===== config.mk =====
export PLATFORM = sky130hd
export DESIGN_NAME = prpp_policy
export DESIGN_NICKNAME = d
export VERILOG_FILES = /design/src/rtl/prpp_pkg.sv /design/src/rtl/prpp_byte_count.sv /design/src/rtl/prpp_discard_timer.sv /design/src/rtl/prpp_policy.sv
export VERILOG_INCLUDE_DIRS = /design/src /design/src/rtl
export SDC_FILE = /design/constraint.sdc
export NUM_CORES = 1
export LEC_CHECK = 0
export BUFFER_PORTS_ARGS = -buffer_cell sky130_fd_sc_hd__buf_2
export CAP_MARGIN = 20
export CORE_MARGIN = 10
export CORE_UTILIZATION = 51
export CTS_CLUSTER_SIZE = 24
export DETAILED_ROUTE_END_ITERATION = 10
export GPL_ROUTABILITY_DRIVEN = 1
export PLACE_DENSITY = 0.8
export SLEW_MARGIN = 20
export SYNTH_ARGS = -nofsm -noshare
export SYNTH_HDL_FRONTEND = slang
export SYNTH_SLANG_ARGS = --single-unit
export TNS_END_PERCENT = 50

===== constraint.sdc =====
create_clock -name clk -period 2.6 [get_ports clk]
set_input_delay 0.39 -clock clk [delete_from_list [all_inputs] [get_ports clk]]
set_output_delay 0.39 -clock clk [all_outputs]
set_load 0.02 [all_outputs]

===== src/rtl/prpp_regs.svh =====
/*
 * Register offsets, field positions, reset values and timing counts of the
 * read prefetch policy block.
 * Assumes a byte-addressed register port with one 32-bit word per register.
 */
`ifndef PRPP_REGS_SVH
`define PRPP_REGS_SVH

// ----------------------------------------------------------------------------
// Offsets
// ----------------------------------------------------------------------------
`define PRPP_OFF_BRIDGE_CTRL    8'h3c
`define PRPP_OFF_PREFETCH_CTRL  8'h40
`define PRPP_OFF_STATUS         8'h50

// ----------------------------------------------------------------------------
// Field positions
// ----------------------------------------------------------------------------
`define PRPP_MRM_LSB            4
`define PRPP_MRL_LSB            6
`define PRPP_MR_LSB             8
`define PRPP_SPECIAL_BIT        10
`define PRPP_MAXBC_LSB          12
`define PRPP_SEC_TMO_BIT        25
`define PRPP_TMO_STATUS_BIT     26

// ----------------------------------------------------------------------------
// Reset values and mode codes
// ----------------------------------------------------------------------------
`define PRPP_MRM_RST            2'h2
`define PRPP_MRL_RST            2'h0
`define PRPP_MR_RST             2'h0
`define PRPP_MAXBC_RST          3'h0
`define PRPP_PF_ONE_LINE        2'h0
`define PRPP_PF_FULL_KEEP_ONE   2'h1
`define PRPP_PF_FULL            2'h2
`define PRPP_PF_FULL_KEEP_ALL   2'h3

// ----------------------------------------------------------------------------
// Timing
// ----------------------------------------------------------------------------
`define PRPP_DISCARD_LONG_EXP   15
`define PRPP_DISCARD_SHORT_EXP  10
`define PRPP_DWORD_BYTES        13'h004

`endif


===== src/rtl/prpp_pkg.sv =====
/*
 * Types shared by the read prefetch policy block.
 * Assumes everything runs on the PCI clock.
 */
`default_nettype none

package prpp_pkg;

	typedef enum logic [1:0] {cmd_mr, cmd_mrl, cmd_mrm} prpp_cmd_e;

	typedef enum logic [2:0] {st_idle, st_fetch, st_ready, st_serve, st_retain} prpp_state_e;

	typedef struct packed {
		logic        valid;
		prpp_cmd_e   cmd;
		logic [31:0] addr;
		logic [3:0]  be;
		logic        prefetchable;
	} prpp_req_s;

	typedef struct packed {
		logic        valid;
		logic        by_master;
		logic [31:0] next_addr;
	} prpp_term_s;

	typedef struct packed {
		logic        valid;
		logic        complete;
		logic        disc_first;
	} prpp_ans_s;

	typedef struct packed {
		logic        valid;
		logic [31:0] addr;
		logic [12:0] bytes;
	} prpp_up_s;

endpackage

`default_nettype wire


===== src/rtl/prpp_byte_count.sv =====
/*
 * Decodes the maximum read byte count code into bytes, registered.
 * Assumes the code is a static register field on the same clock.
 */
`timescale 1ns/100ps
`default_nettype none

module prpp_byte_count
(
	input  wire logic        clk,
	input  wire logic        rst,
	input  wire logic [2:0]  code,
	output var  logic [12:0] bytes
);

	localparam logic [12:0] BC_128  = 13'h0080;
	localparam logic [12:0] BC_256  = 13'h0100;
	localparam logic [12:0] BC_512  = 13'h0200;
	localparam logic [12:0] BC_1024 = 13'h0400;
	localparam logic [12:0] BC_2048 = 13'h0800;
	localparam logic [12:0] BC_4096 = 13'h1000;

	always_ff @(posedge clk)
	begin
		if (rst)
			bytes <= BC_512;
		else
		begin
			unique case (code)
				3'h1: bytes <= BC_128;
				3'h2: bytes <= BC_256;
				3'h4: bytes <= BC_1024;
				3'h5: bytes <= BC_2048;
				3'h6: bytes <= BC_4096;
				// Unlisted codes fall back to the default size
				default: bytes <= BC_512;
			endcase
		end
	end

endmodule // prpp_byte_count

`default_nettype wire


===== src/rtl/prpp_discard_timer.sv =====
/*
 * Discard timer: counts while run is high, one-cycle expire pulse at the end.
 * Assumes run drops for at least one cycle between separate retentions.
 */
`timescale 1ns/100ps
`default_nettype none

module prpp_discard_timer
#(
	parameter int LONG  = 32768,
	parameter int SHORT = 1024
)
(
	input  wire logic clk,
	input  wire logic rst,
	input  wire logic run,
	input  wire logic short_sel,
	output var  logic expire
);

	localparam int W = $clog2(LONG) + 1;

	logic [W-1:0] cnt;
	logic [W-1:0] limit_m1;

	assign limit_m1 = short_sel ? W'(SHORT - 1) : W'(LONG - 1);

	always_ff @(posedge clk)
	begin
		if (rst || !run)
			cnt <= '0;
		else if (cnt == limit_m1)
			cnt <= '0;
		else
			cnt <= cnt + 1'b1;
	end

	always_ff @(posedge clk)
	begin
		if (rst)
			expire <= 1'b0;
		else
			expire <= run && (cnt == limit_m1);
	end

endmodule // prpp_discard_timer

`default_nettype wire


===== src/rtl/prpp_policy.sv =====
/*
 * Read prefetch policy of the PCI-to-PCIe bridge: register file, delayed
 * read tracking, upstream request sizing, retention of leftover data.
 * Assumes the PCI target front end, the upstream request engine and the
 * data buffer sit outside and all run on the PCI clock.
 */
// The placing of the registers and strobed register access are this design's own decisions.
//
// How it works
// - The read-multiple field picks one cache line (00) or full prefetch (10), reset 10.
// - Read-multiple code 01 prefetches fully and keeps leftovers when the bridge disconnects.
// - Read-multiple code 11 prefetches fully and keeps leftovers on any termination.
// - The read-line field picks one cache line (00) or full prefetch (10), reset 00.
// - Read-line code 01 prefetches fully and keeps leftovers when the master disconnects.
// - Read-line code 11 prefetches fully and keeps leftovers on any termination.
// - The plain-read field picks one line (00) or full prefetch (10), 01 reserved, reset 00.
// - Plain-read code 11 disconnects after the first doubleword.
// - With the special bit clear, a reissue with another command code gets retry.
// - With the special bit set, any memory read command completes if address and enables match.
// - The byte count field caps upstream requests whenever full prefetch is selected.
// - Byte count codes 001..110 give 128 to 4096 bytes, others 512, reset 000.
// - The discard timer runs 2^15 or 2^10 clocks, chosen by the secondary timeout bit.
//
`include "prpp_regs.svh"
`timescale 1ns/100ps
`default_nettype none

module prpp_policy
#(
	parameter int          DISCARD_LONG  = 1 << `PRPP_DISCARD_LONG_EXP,
	parameter int          DISCARD_SHORT = 1 << `PRPP_DISCARD_SHORT_EXP,
	parameter logic [12:0] LINE_BYTES    = 13'h020
)
(
	input  wire logic                 clk,
	input  wire logic                 rst,
	input  wire logic [7:0]           reg_addr,
	input  wire logic [31:0]          reg_wdata,
	input  wire logic                 reg_wr,
	input  wire logic                 reg_rd,
	output var  logic [31:0]          reg_rdata,
	input  wire prpp_pkg::prpp_req_s  req,
	input  wire prpp_pkg::prpp_term_s term,
	input  wire logic                 up_done,
	output var  prpp_pkg::prpp_up_s   up,
	output var  prpp_pkg::prpp_ans_s  ans,
	output var  logic                 held
);

	// ------------------------------------------------------------------------
	// Control registers
	// ------------------------------------------------------------------------
	logic [1:0] mrm_mode;
	logic [1:0] mrl_mode;
	logic [1:0] mr_mode;
	logic       special;
	logic [2:0] maxbc_code;
	logic       sec_tmo;
	logic       tmo_status;

	logic       wr_pf;
	logic       wr_br;
	logic       expire;
	logic       discard_hit;

	prpp_pkg::prpp_state_e state;
	prpp_pkg::prpp_state_e next_state;

	assign wr_pf = reg_wr && (reg_addr == `PRPP_OFF_PREFETCH_CTRL);
	assign wr_br = reg_wr && (reg_addr == `PRPP_OFF_BRIDGE_CTRL);

	always_ff @(posedge clk)
	begin
		if (rst)
		begin
			mrm_mode   <= `PRPP_MRM_RST;
			mrl_mode   <= `PRPP_MRL_RST;
			mr_mode    <= `PRPP_MR_RST;
			special    <= 1'b0;
			maxbc_code <= `PRPP_MAXBC_RST;
		end
		else if (wr_pf)
		begin
			mrm_mode   <= reg_wdata[`PRPP_MRM_LSB +: 2];
			mrl_mode   <= reg_wdata[`PRPP_MRL_LSB +: 2];
			mr_mode    <= reg_wdata[`PRPP_MR_LSB +: 2];
			special    <= reg_wdata[`PRPP_SPECIAL_BIT];
			maxbc_code <= reg_wdata[`PRPP_MAXBC_LSB +: 3];
		end
	end

	always_ff @(posedge clk)
	begin
		if (rst)
			sec_tmo <= 1'b0;
		else if (wr_br)
			sec_tmo <= reg_wdata[`PRPP_SEC_TMO_BIT];
	end

	// Discarded delayed completion flag; write one clears, a new set wins
	always_ff @(posedge clk)
	begin
		if (rst)
			tmo_status <= 1'b0;
		else if (discard_hit)
			tmo_status <= 1'b1;
		else if (wr_br && reg_wdata[`PRPP_TMO_STATUS_BIT])
			tmo_status <= 1'b0;
	end

	// ------------------------------------------------------------------------
	// Helpers
	// ------------------------------------------------------------------------
	logic [12:0] max_bytes;

	prpp_byte_count u_byte_count
	(
		.clk   (clk),
		.rst   (rst),
		.code  (maxbc_code),
		.bytes (max_bytes)
	);

	prpp_discard_timer
	#(
		.LONG  (DISCARD_LONG),
		.SHORT (DISCARD_SHORT)
	)
	u_discard_timer
	(
		.clk       (clk),
		.rst       (rst),
		.run       ((state == prpp_pkg::st_ready) || (state == prpp_pkg::st_retain)),
		.short_sel (sec_tmo),
		.expire    (expire)
	);

	assign discard_hit = expire && (state == prpp_pkg::st_ready);

	// ------------------------------------------------------------------------
	// Request decode
	// ------------------------------------------------------------------------
	logic [1:0]  req_mode;
	logic        req_full;
	logic        req_disc_first;
	logic [12:0] req_bytes;

	always_comb
	begin
		unique case (req.cmd)
			prpp_pkg::cmd_mrm: req_mode = mrm_mode;
			prpp_pkg::cmd_mrl: req_mode = mrl_mode;
			prpp_pkg::cmd_mr:  req_mode = mr_mode;
			default:           req_mode = mr_mode;
		endcase
	end

	always_comb
	begin
		if (req.cmd == prpp_pkg::cmd_mr)
			req_full = (req_mode == `PRPP_PF_FULL);
		else
			req_full = (req_mode != `PRPP_PF_ONE_LINE);
	end

	// Plain read code 11 and non-prefetchable reads stop at one doubleword
	assign req_disc_first = !req.prefetchable ||
		((req.cmd == prpp_pkg::cmd_mr) && (req_mode == `PRPP_PF_FULL_KEEP_ALL));

	always_comb
	begin
		if (req_disc_first)
			req_bytes = `PRPP_DWORD_BYTES;
		else if (req_full)
			req_bytes = max_bytes;
		else
			req_bytes = LINE_BYTES;
	end

	// ------------------------------------------------------------------------
	// Pending delayed read
	// ------------------------------------------------------------------------
	prpp_pkg::prpp_cmd_e pend_cmd;
	logic [31:0]         pend_addr;
	logic [3:0]          pend_be;
	logic [1:0]          pend_mode;
	logic                pend_pf;
	logic                pend_disc_first;
	logic [31:0]         keep_addr;
	logic                same_req;
	logic                keep_hit;
	logic                keep_on_term;
	logic                capture;

	// Address and enables must match; the command only without the special mode
	assign same_req = (req.addr == pend_addr) && (req.be == pend_be) &&
		((req.cmd == pend_cmd) || special);

	assign keep_hit = req.prefetchable && (req.addr == keep_addr);

	always_comb
	begin
		keep_on_term = 1'b0;
		if (pend_pf && !pend_disc_first)
		begin
			unique case (pend_cmd)
				prpp_pkg::cmd_mrm:
					keep_on_term = (pend_mode == `PRPP_PF_FULL_KEEP_ALL) ||
						((pend_mode == `PRPP_PF_FULL_KEEP_ONE) && !term.by_master);
				prpp_pkg::cmd_mrl:
					keep_on_term = (pend_mode == `PRPP_PF_FULL_KEEP_ALL) ||
						((pend_mode == `PRPP_PF_FULL_KEEP_ONE) && term.by_master);
				default:
					keep_on_term = 1'b0;
			endcase
		end
	end

	assign capture = req.valid &&
		((state == prpp_pkg::st_idle) || ((state == prpp_pkg::st_retain) && !keep_hit));

	always_ff @(posedge clk)
	begin
		if (rst)
		begin
			pend_cmd        <= prpp_pkg::cmd_mr;
			pend_addr       <= '0;
			pend_be         <= '0;
			pend_mode       <= '0;
			pend_pf         <= 1'b0;
			pend_disc_first <= 1'b0;
		end
		else if (capture)
		begin
			pend_cmd        <= req.cmd;
			pend_addr       <= req.addr;
			pend_be         <= req.be;
			pend_mode       <= req_mode;
			pend_pf         <= req.prefetchable;
			pend_disc_first <= req_disc_first;
		end
		else if ((state == prpp_pkg::st_ready) && req.valid && same_req)
			pend_cmd        <= req.cmd;
	end

	always_ff @(posedge clk)
	begin
		if (rst)
			keep_addr <= '0;
		else if ((state == prpp_pkg::st_serve) && term.valid)
			keep_addr <= term.next_addr;
	end

	// ------------------------------------------------------------------------
	// Sequencing
	// ------------------------------------------------------------------------
	always_comb
	begin
		next_state = state;
		unique case (state)
			prpp_pkg::st_idle:
				if (req.valid)
					next_state = prpp_pkg::st_fetch;
			prpp_pkg::st_fetch:
				if (up_done)
					next_state = prpp_pkg::st_ready;
			prpp_pkg::st_ready:
				if (expire)
					next_state = prpp_pkg::st_idle;
				else if (req.valid && same_req)
					next_state = prpp_pkg::st_serve;
			prpp_pkg::st_serve:
				if (term.valid)
					next_state = keep_on_term ? prpp_pkg::st_retain : prpp_pkg::st_idle;
			prpp_pkg::st_retain:
				if (req.valid)
					next_state = keep_hit ? prpp_pkg::st_serve : prpp_pkg::st_fetch;
				else if (expire)
					next_state = prpp_pkg::st_idle;
		endcase
	end

	always_ff @(posedge clk)
	begin
		if (rst)
			state <= prpp_pkg::st_idle;
		else
			state <= next_state;
	end

	// ------------------------------------------------------------------------
	// Answers to the PCI front end
	// ------------------------------------------------------------------------
	// Requests arriving while the burst is served or fetched are retried
	always_ff @(posedge clk)
	begin
		if (rst)
			ans <= '0;
		else
		begin
			ans.valid      <= req.valid;
			ans.complete   <= req.valid &&
				(((state == prpp_pkg::st_ready) && !expire && same_req) ||
				((state == prpp_pkg::st_retain) && keep_hit));
			ans.disc_first <= req.valid && (state == prpp_pkg::st_ready) && same_req &&
				pend_disc_first;
		end
	end

	// ------------------------------------------------------------------------
	// Upstream request
	// ------------------------------------------------------------------------
	always_ff @(posedge clk)
	begin
		if (rst)
			up <= '0;
		else
		begin
			up.valid <= capture;
			if (capture)
			begin
				up.addr  <= req.addr;
				up.bytes <= req_bytes;
			end
		end
	end

	always_ff @(posedge clk)
	begin
		if (rst)
			held <= 1'b0;
		else
			held <= (next_state == prpp_pkg::st_ready) || (next_state == prpp_pkg::st_retain);
	end

	// ------------------------------------------------------------------------
	// Register read port
	// ------------------------------------------------------------------------
	always_ff @(posedge clk)
	begin
		if (rst)
			reg_rdata <= '0;
		else if (reg_rd)
		begin
			reg_rdata <= '0;
			unique case (reg_addr)
				`PRPP_OFF_PREFETCH_CTRL:
				begin
					reg_rdata[`PRPP_MRM_LSB +: 2]   <= mrm_mode;
					reg_rdata[`PRPP_MRL_LSB +: 2]   <= mrl_mode;
					reg_rdata[`PRPP_MR_LSB +: 2]    <= mr_mode;
					reg_rdata[`PRPP_SPECIAL_BIT]    <= special;
					reg_rdata[`PRPP_MAXBC_LSB +: 3] <= maxbc_code;
				end
				`PRPP_OFF_BRIDGE_CTRL:
				begin
					reg_rdata[`PRPP_SEC_TMO_BIT]    <= sec_tmo;
					reg_rdata[`PRPP_TMO_STATUS_BIT] <= tmo_status;
				end
				`PRPP_OFF_STATUS:
				begin
					reg_rdata[2:0]   <= state;
					reg_rdata[28:16] <= up.bytes;
				end
				default:
					reg_rdata <= '0;
			endcase
		end
		else
			reg_rdata <= '0;
	end

endmodule // prpp_policy

`default_nettype wire


==> reports/qor.yml <==
route:
  vias: 5734
  first_iter_violations: 544
  drc_errors: 0
  final_antenna_net_count: 0
  wl_per_cell_um: 17.4
  routed_wl_um: 18600
  avgViaCountPerCell: 5.39
  drtPass1Iterations: 7
clock_tree:
  path_clk_slew_ns: 0.06
  cts_sinks: 145
  cts_buffers: 17
  clock_path_buffers: 2
  cts_resized: 0
  insertion_delay_ns: 0.43
  clockRootBuffer: "clkbuf_16"
  ctsHoldBuffers: 0
  cts_htree_levels: 4
  cts_tree: "built"
  postCtsSetupBuffers: 0
run_status:
  outcome: "finished, final reports clean"
placed_design:
  dp_slack_ns: 0.238
  gp_congestion: 0.943
  hpwl_um: 13200
  place_inst: 1029
  io_buffers: 164
timing:
  skew_ns: 0.00710
  slew_headroom_pct: 42.5
  worst_slack_ns: 0.429
  fin_crit_sh_pct: 83.5
  finalHoldViolCount: 0
  tns_ns: 0
  finalSetupViolations: 0
  slew_viol_final: 0
  layout_min_cycle_time_ns: 2.17
  max_freq_ghz: 0.461
  worst_pin_slew_ns: 0.862
  rsz0062_at_grt: "false"
synth:
  synth-main-ff-cell: "dfxtp_1"
  synthArstFlopShare_pct: 0
  yosys.area.top_type: "dfxtp_1"
  ys_warn_count: 0
  yosysUniqueCellTypes: 52
  yosysSeqAreaShare_pct: 45.8
  synth.top_cell.area_share_pct: 45.8
  ys_ff_latch: 145
  netlist_instances: 732
  synth-edff-count: 0
  synth.area.top_cells: "dfxtp_1 46%, a21oi_1 6.7%, xor2_1 6.6%"
  syn_area_per_cell_um2: 8.65
  synth_area_mm2: 0.00633
critical_path:
  worst_setup_path_start_kind: "register"
  path_class: "register to register"
  max_stage_delay_ns: 0.69
  crit_arrival_ns: 2.48
  crit_path_end_kind: "register"
  worstPathCellList: "xor2_1, nor4_1, nand4_1, or4_1, o21a_1, o2111a_1"
  cp_slowest_cell: "or4_1"
  required_ns: 2.91
  critPathMaxFanout: 6
floorplan:
  die-height_um: 131
  coreArea_mm2: 0.0121
  rows: 40
  start_util_pct: 52.3
  fp.dieArea_mm2: 0.0173
  die_x_um: 131
  ios: 201
cells_and_area:
  layout_commonest_cell: "buf_2"
  final_util_pct: 64.0
  nNetsFinal: 1004
  most-common-layout-cells: "163 x buf_2, 145 x dfxtp_1, 85 x a21oi_1"
  layout.cells.non_filler: 1064
  syn_to_final_growth_pct: 22.4
  drive_gt1_share_pct: 24.2
grt:
  antenna_found_initial: 3
  grt_overflow: 0
  grt_usage_pct: 20.7
  grt_pass1_wl_um: 29100
  grt_pass1_vias: 5501
  grt_max_degree: 79
job:
  max_cap_viol_count: 0
pwr:
  ir_worst_vdd_v: 0.000473
  power.density_mw_per_mm2: 658
  leakage_uw: 0.00327
worst_hold_path:
  hold_path.class: "input port to register"
==> routing by layer <==
| metal | GRT usage, % | wire [um] | share of wire (%) | vias up |
|---|---|---|---|---|
| met1 | 25.6 | 7910 | 43 | 2653 |
| met5 | 0 | 0 | 0 | - |
| met3 | 6.33 | 1280 | 6.9 | 43 |
| met2 | 32.7 | 8830 | 48 | 239 |
| li1 | - | - | - | 2799 |
| met4 | 9.27 | 540 | 2.9 | 0 |
==> Yosys cell counts (all sizes together) (11+ instances only) <==
library cell and count:
xor2 48, nand4 19, o21ai 49, nor4 12, xnor2 35, clkbuf 33, a21oi 86, mux2i 12
nor3 14, nand2 76, and2 20, nand3 49, buf 28, nor2 39, dfxtp 145, inv 11
==> registers in the layout (all words and copies together) (netlist names), 2 cells and up <==
signal / cells
ans: 3
keep_addr: 32
maxbc_code: 3
mr_mode: 2
mrl_mode: 2
mrm_mode: 2
pend_be: 4
pend_cmd: 2
pend_mode: 2
reg_rdata: 21
state: 3
u_byte_count.bytes: 6
u_discard_timer.cnt: 16
up: 41
==> worst paths after layout <==
| path | depth (start not counted) | endpoint | slack (ns) | from |
|---|---|---|---|---|
| setup / recovery | 6 | held$_SDFF_PP0_ | 0.43 | up[13]$_SDFFE_PP0P_ |
| hold / removal | 3 | mrm_mode[1]$_SDFFE_PP1P_ | 0.18 | reg_wdata[5] |
| setup reg to reg | 6 | held$_SDFF_PP0_ | 0.43 | up[13]$_SDFFE_PP0P_ |
| hold reg to reg | 2 | up[12]$_SDFFE_PP0P_ | 0.46 | u_byte_count.bytes[12]$_SDFF_PP0_ |
==> kinds of logic (layout without fill, tap and decap cells) <==
family | count (synthesis) | in the layout | synth area share (%)
simple gates | 257 | 257 | 20.4
xor+xnor | 83 | 83 | 11.5
buf+inv | 73 | 219 | 5.53
compound gates | 156 | 156 | 13.8
mux | 12 | 12 | 1.90
other cells | 1 | 19 | 0.0592
fa+ha+maj | 5 | 5 | 0.988
flops | 145 | 145 | 45.8
==> worst max-delay path, delay by kind of cell (launching register included) <==
| family | cells | cell delay, ns |
|---|---|---|
| and+or+nand+nor | 3 | 1.19 |
| AOI/OAI and AO/OA | 2 | 0.38 |
| DFF | 1 | 0.32 |
| xor gates and xnor gates | 1 | 0.16 |
==> area by class of cell <==
class / instances / area (um^2)
timing repair buffer: 175 / 906
tap: 168 / 210
multi-input combinational: 529 / 3140
clock buffer: 18 / 429
sequential: 145 / 2900
clock inverter: 14 / 109
fill: 1093 / 4360
antenna: 3 / 7.51
inverter: 12 / 45.0
==> power breakdown <==
part           internal, uW  switching, uW  leakage (uW)
combinational           206            350       0.00184
clock                  1230            991      0.000255
sequential             2280           46.8       0.00118
==> stage by stage <==
stage                     total power, uW  hold WS, ns  area (um^2)
after floorplan                      2710        0.436         6390
after global placement               2910        0.443         7210
after detailed placement             2920        0.446         7210
after CTS                            5120        0.168         7740
after global routing                 5290        0.187         7750
final                                5100        0.182         7750
No activity file was read; power rests on OpenSTA's default activity.
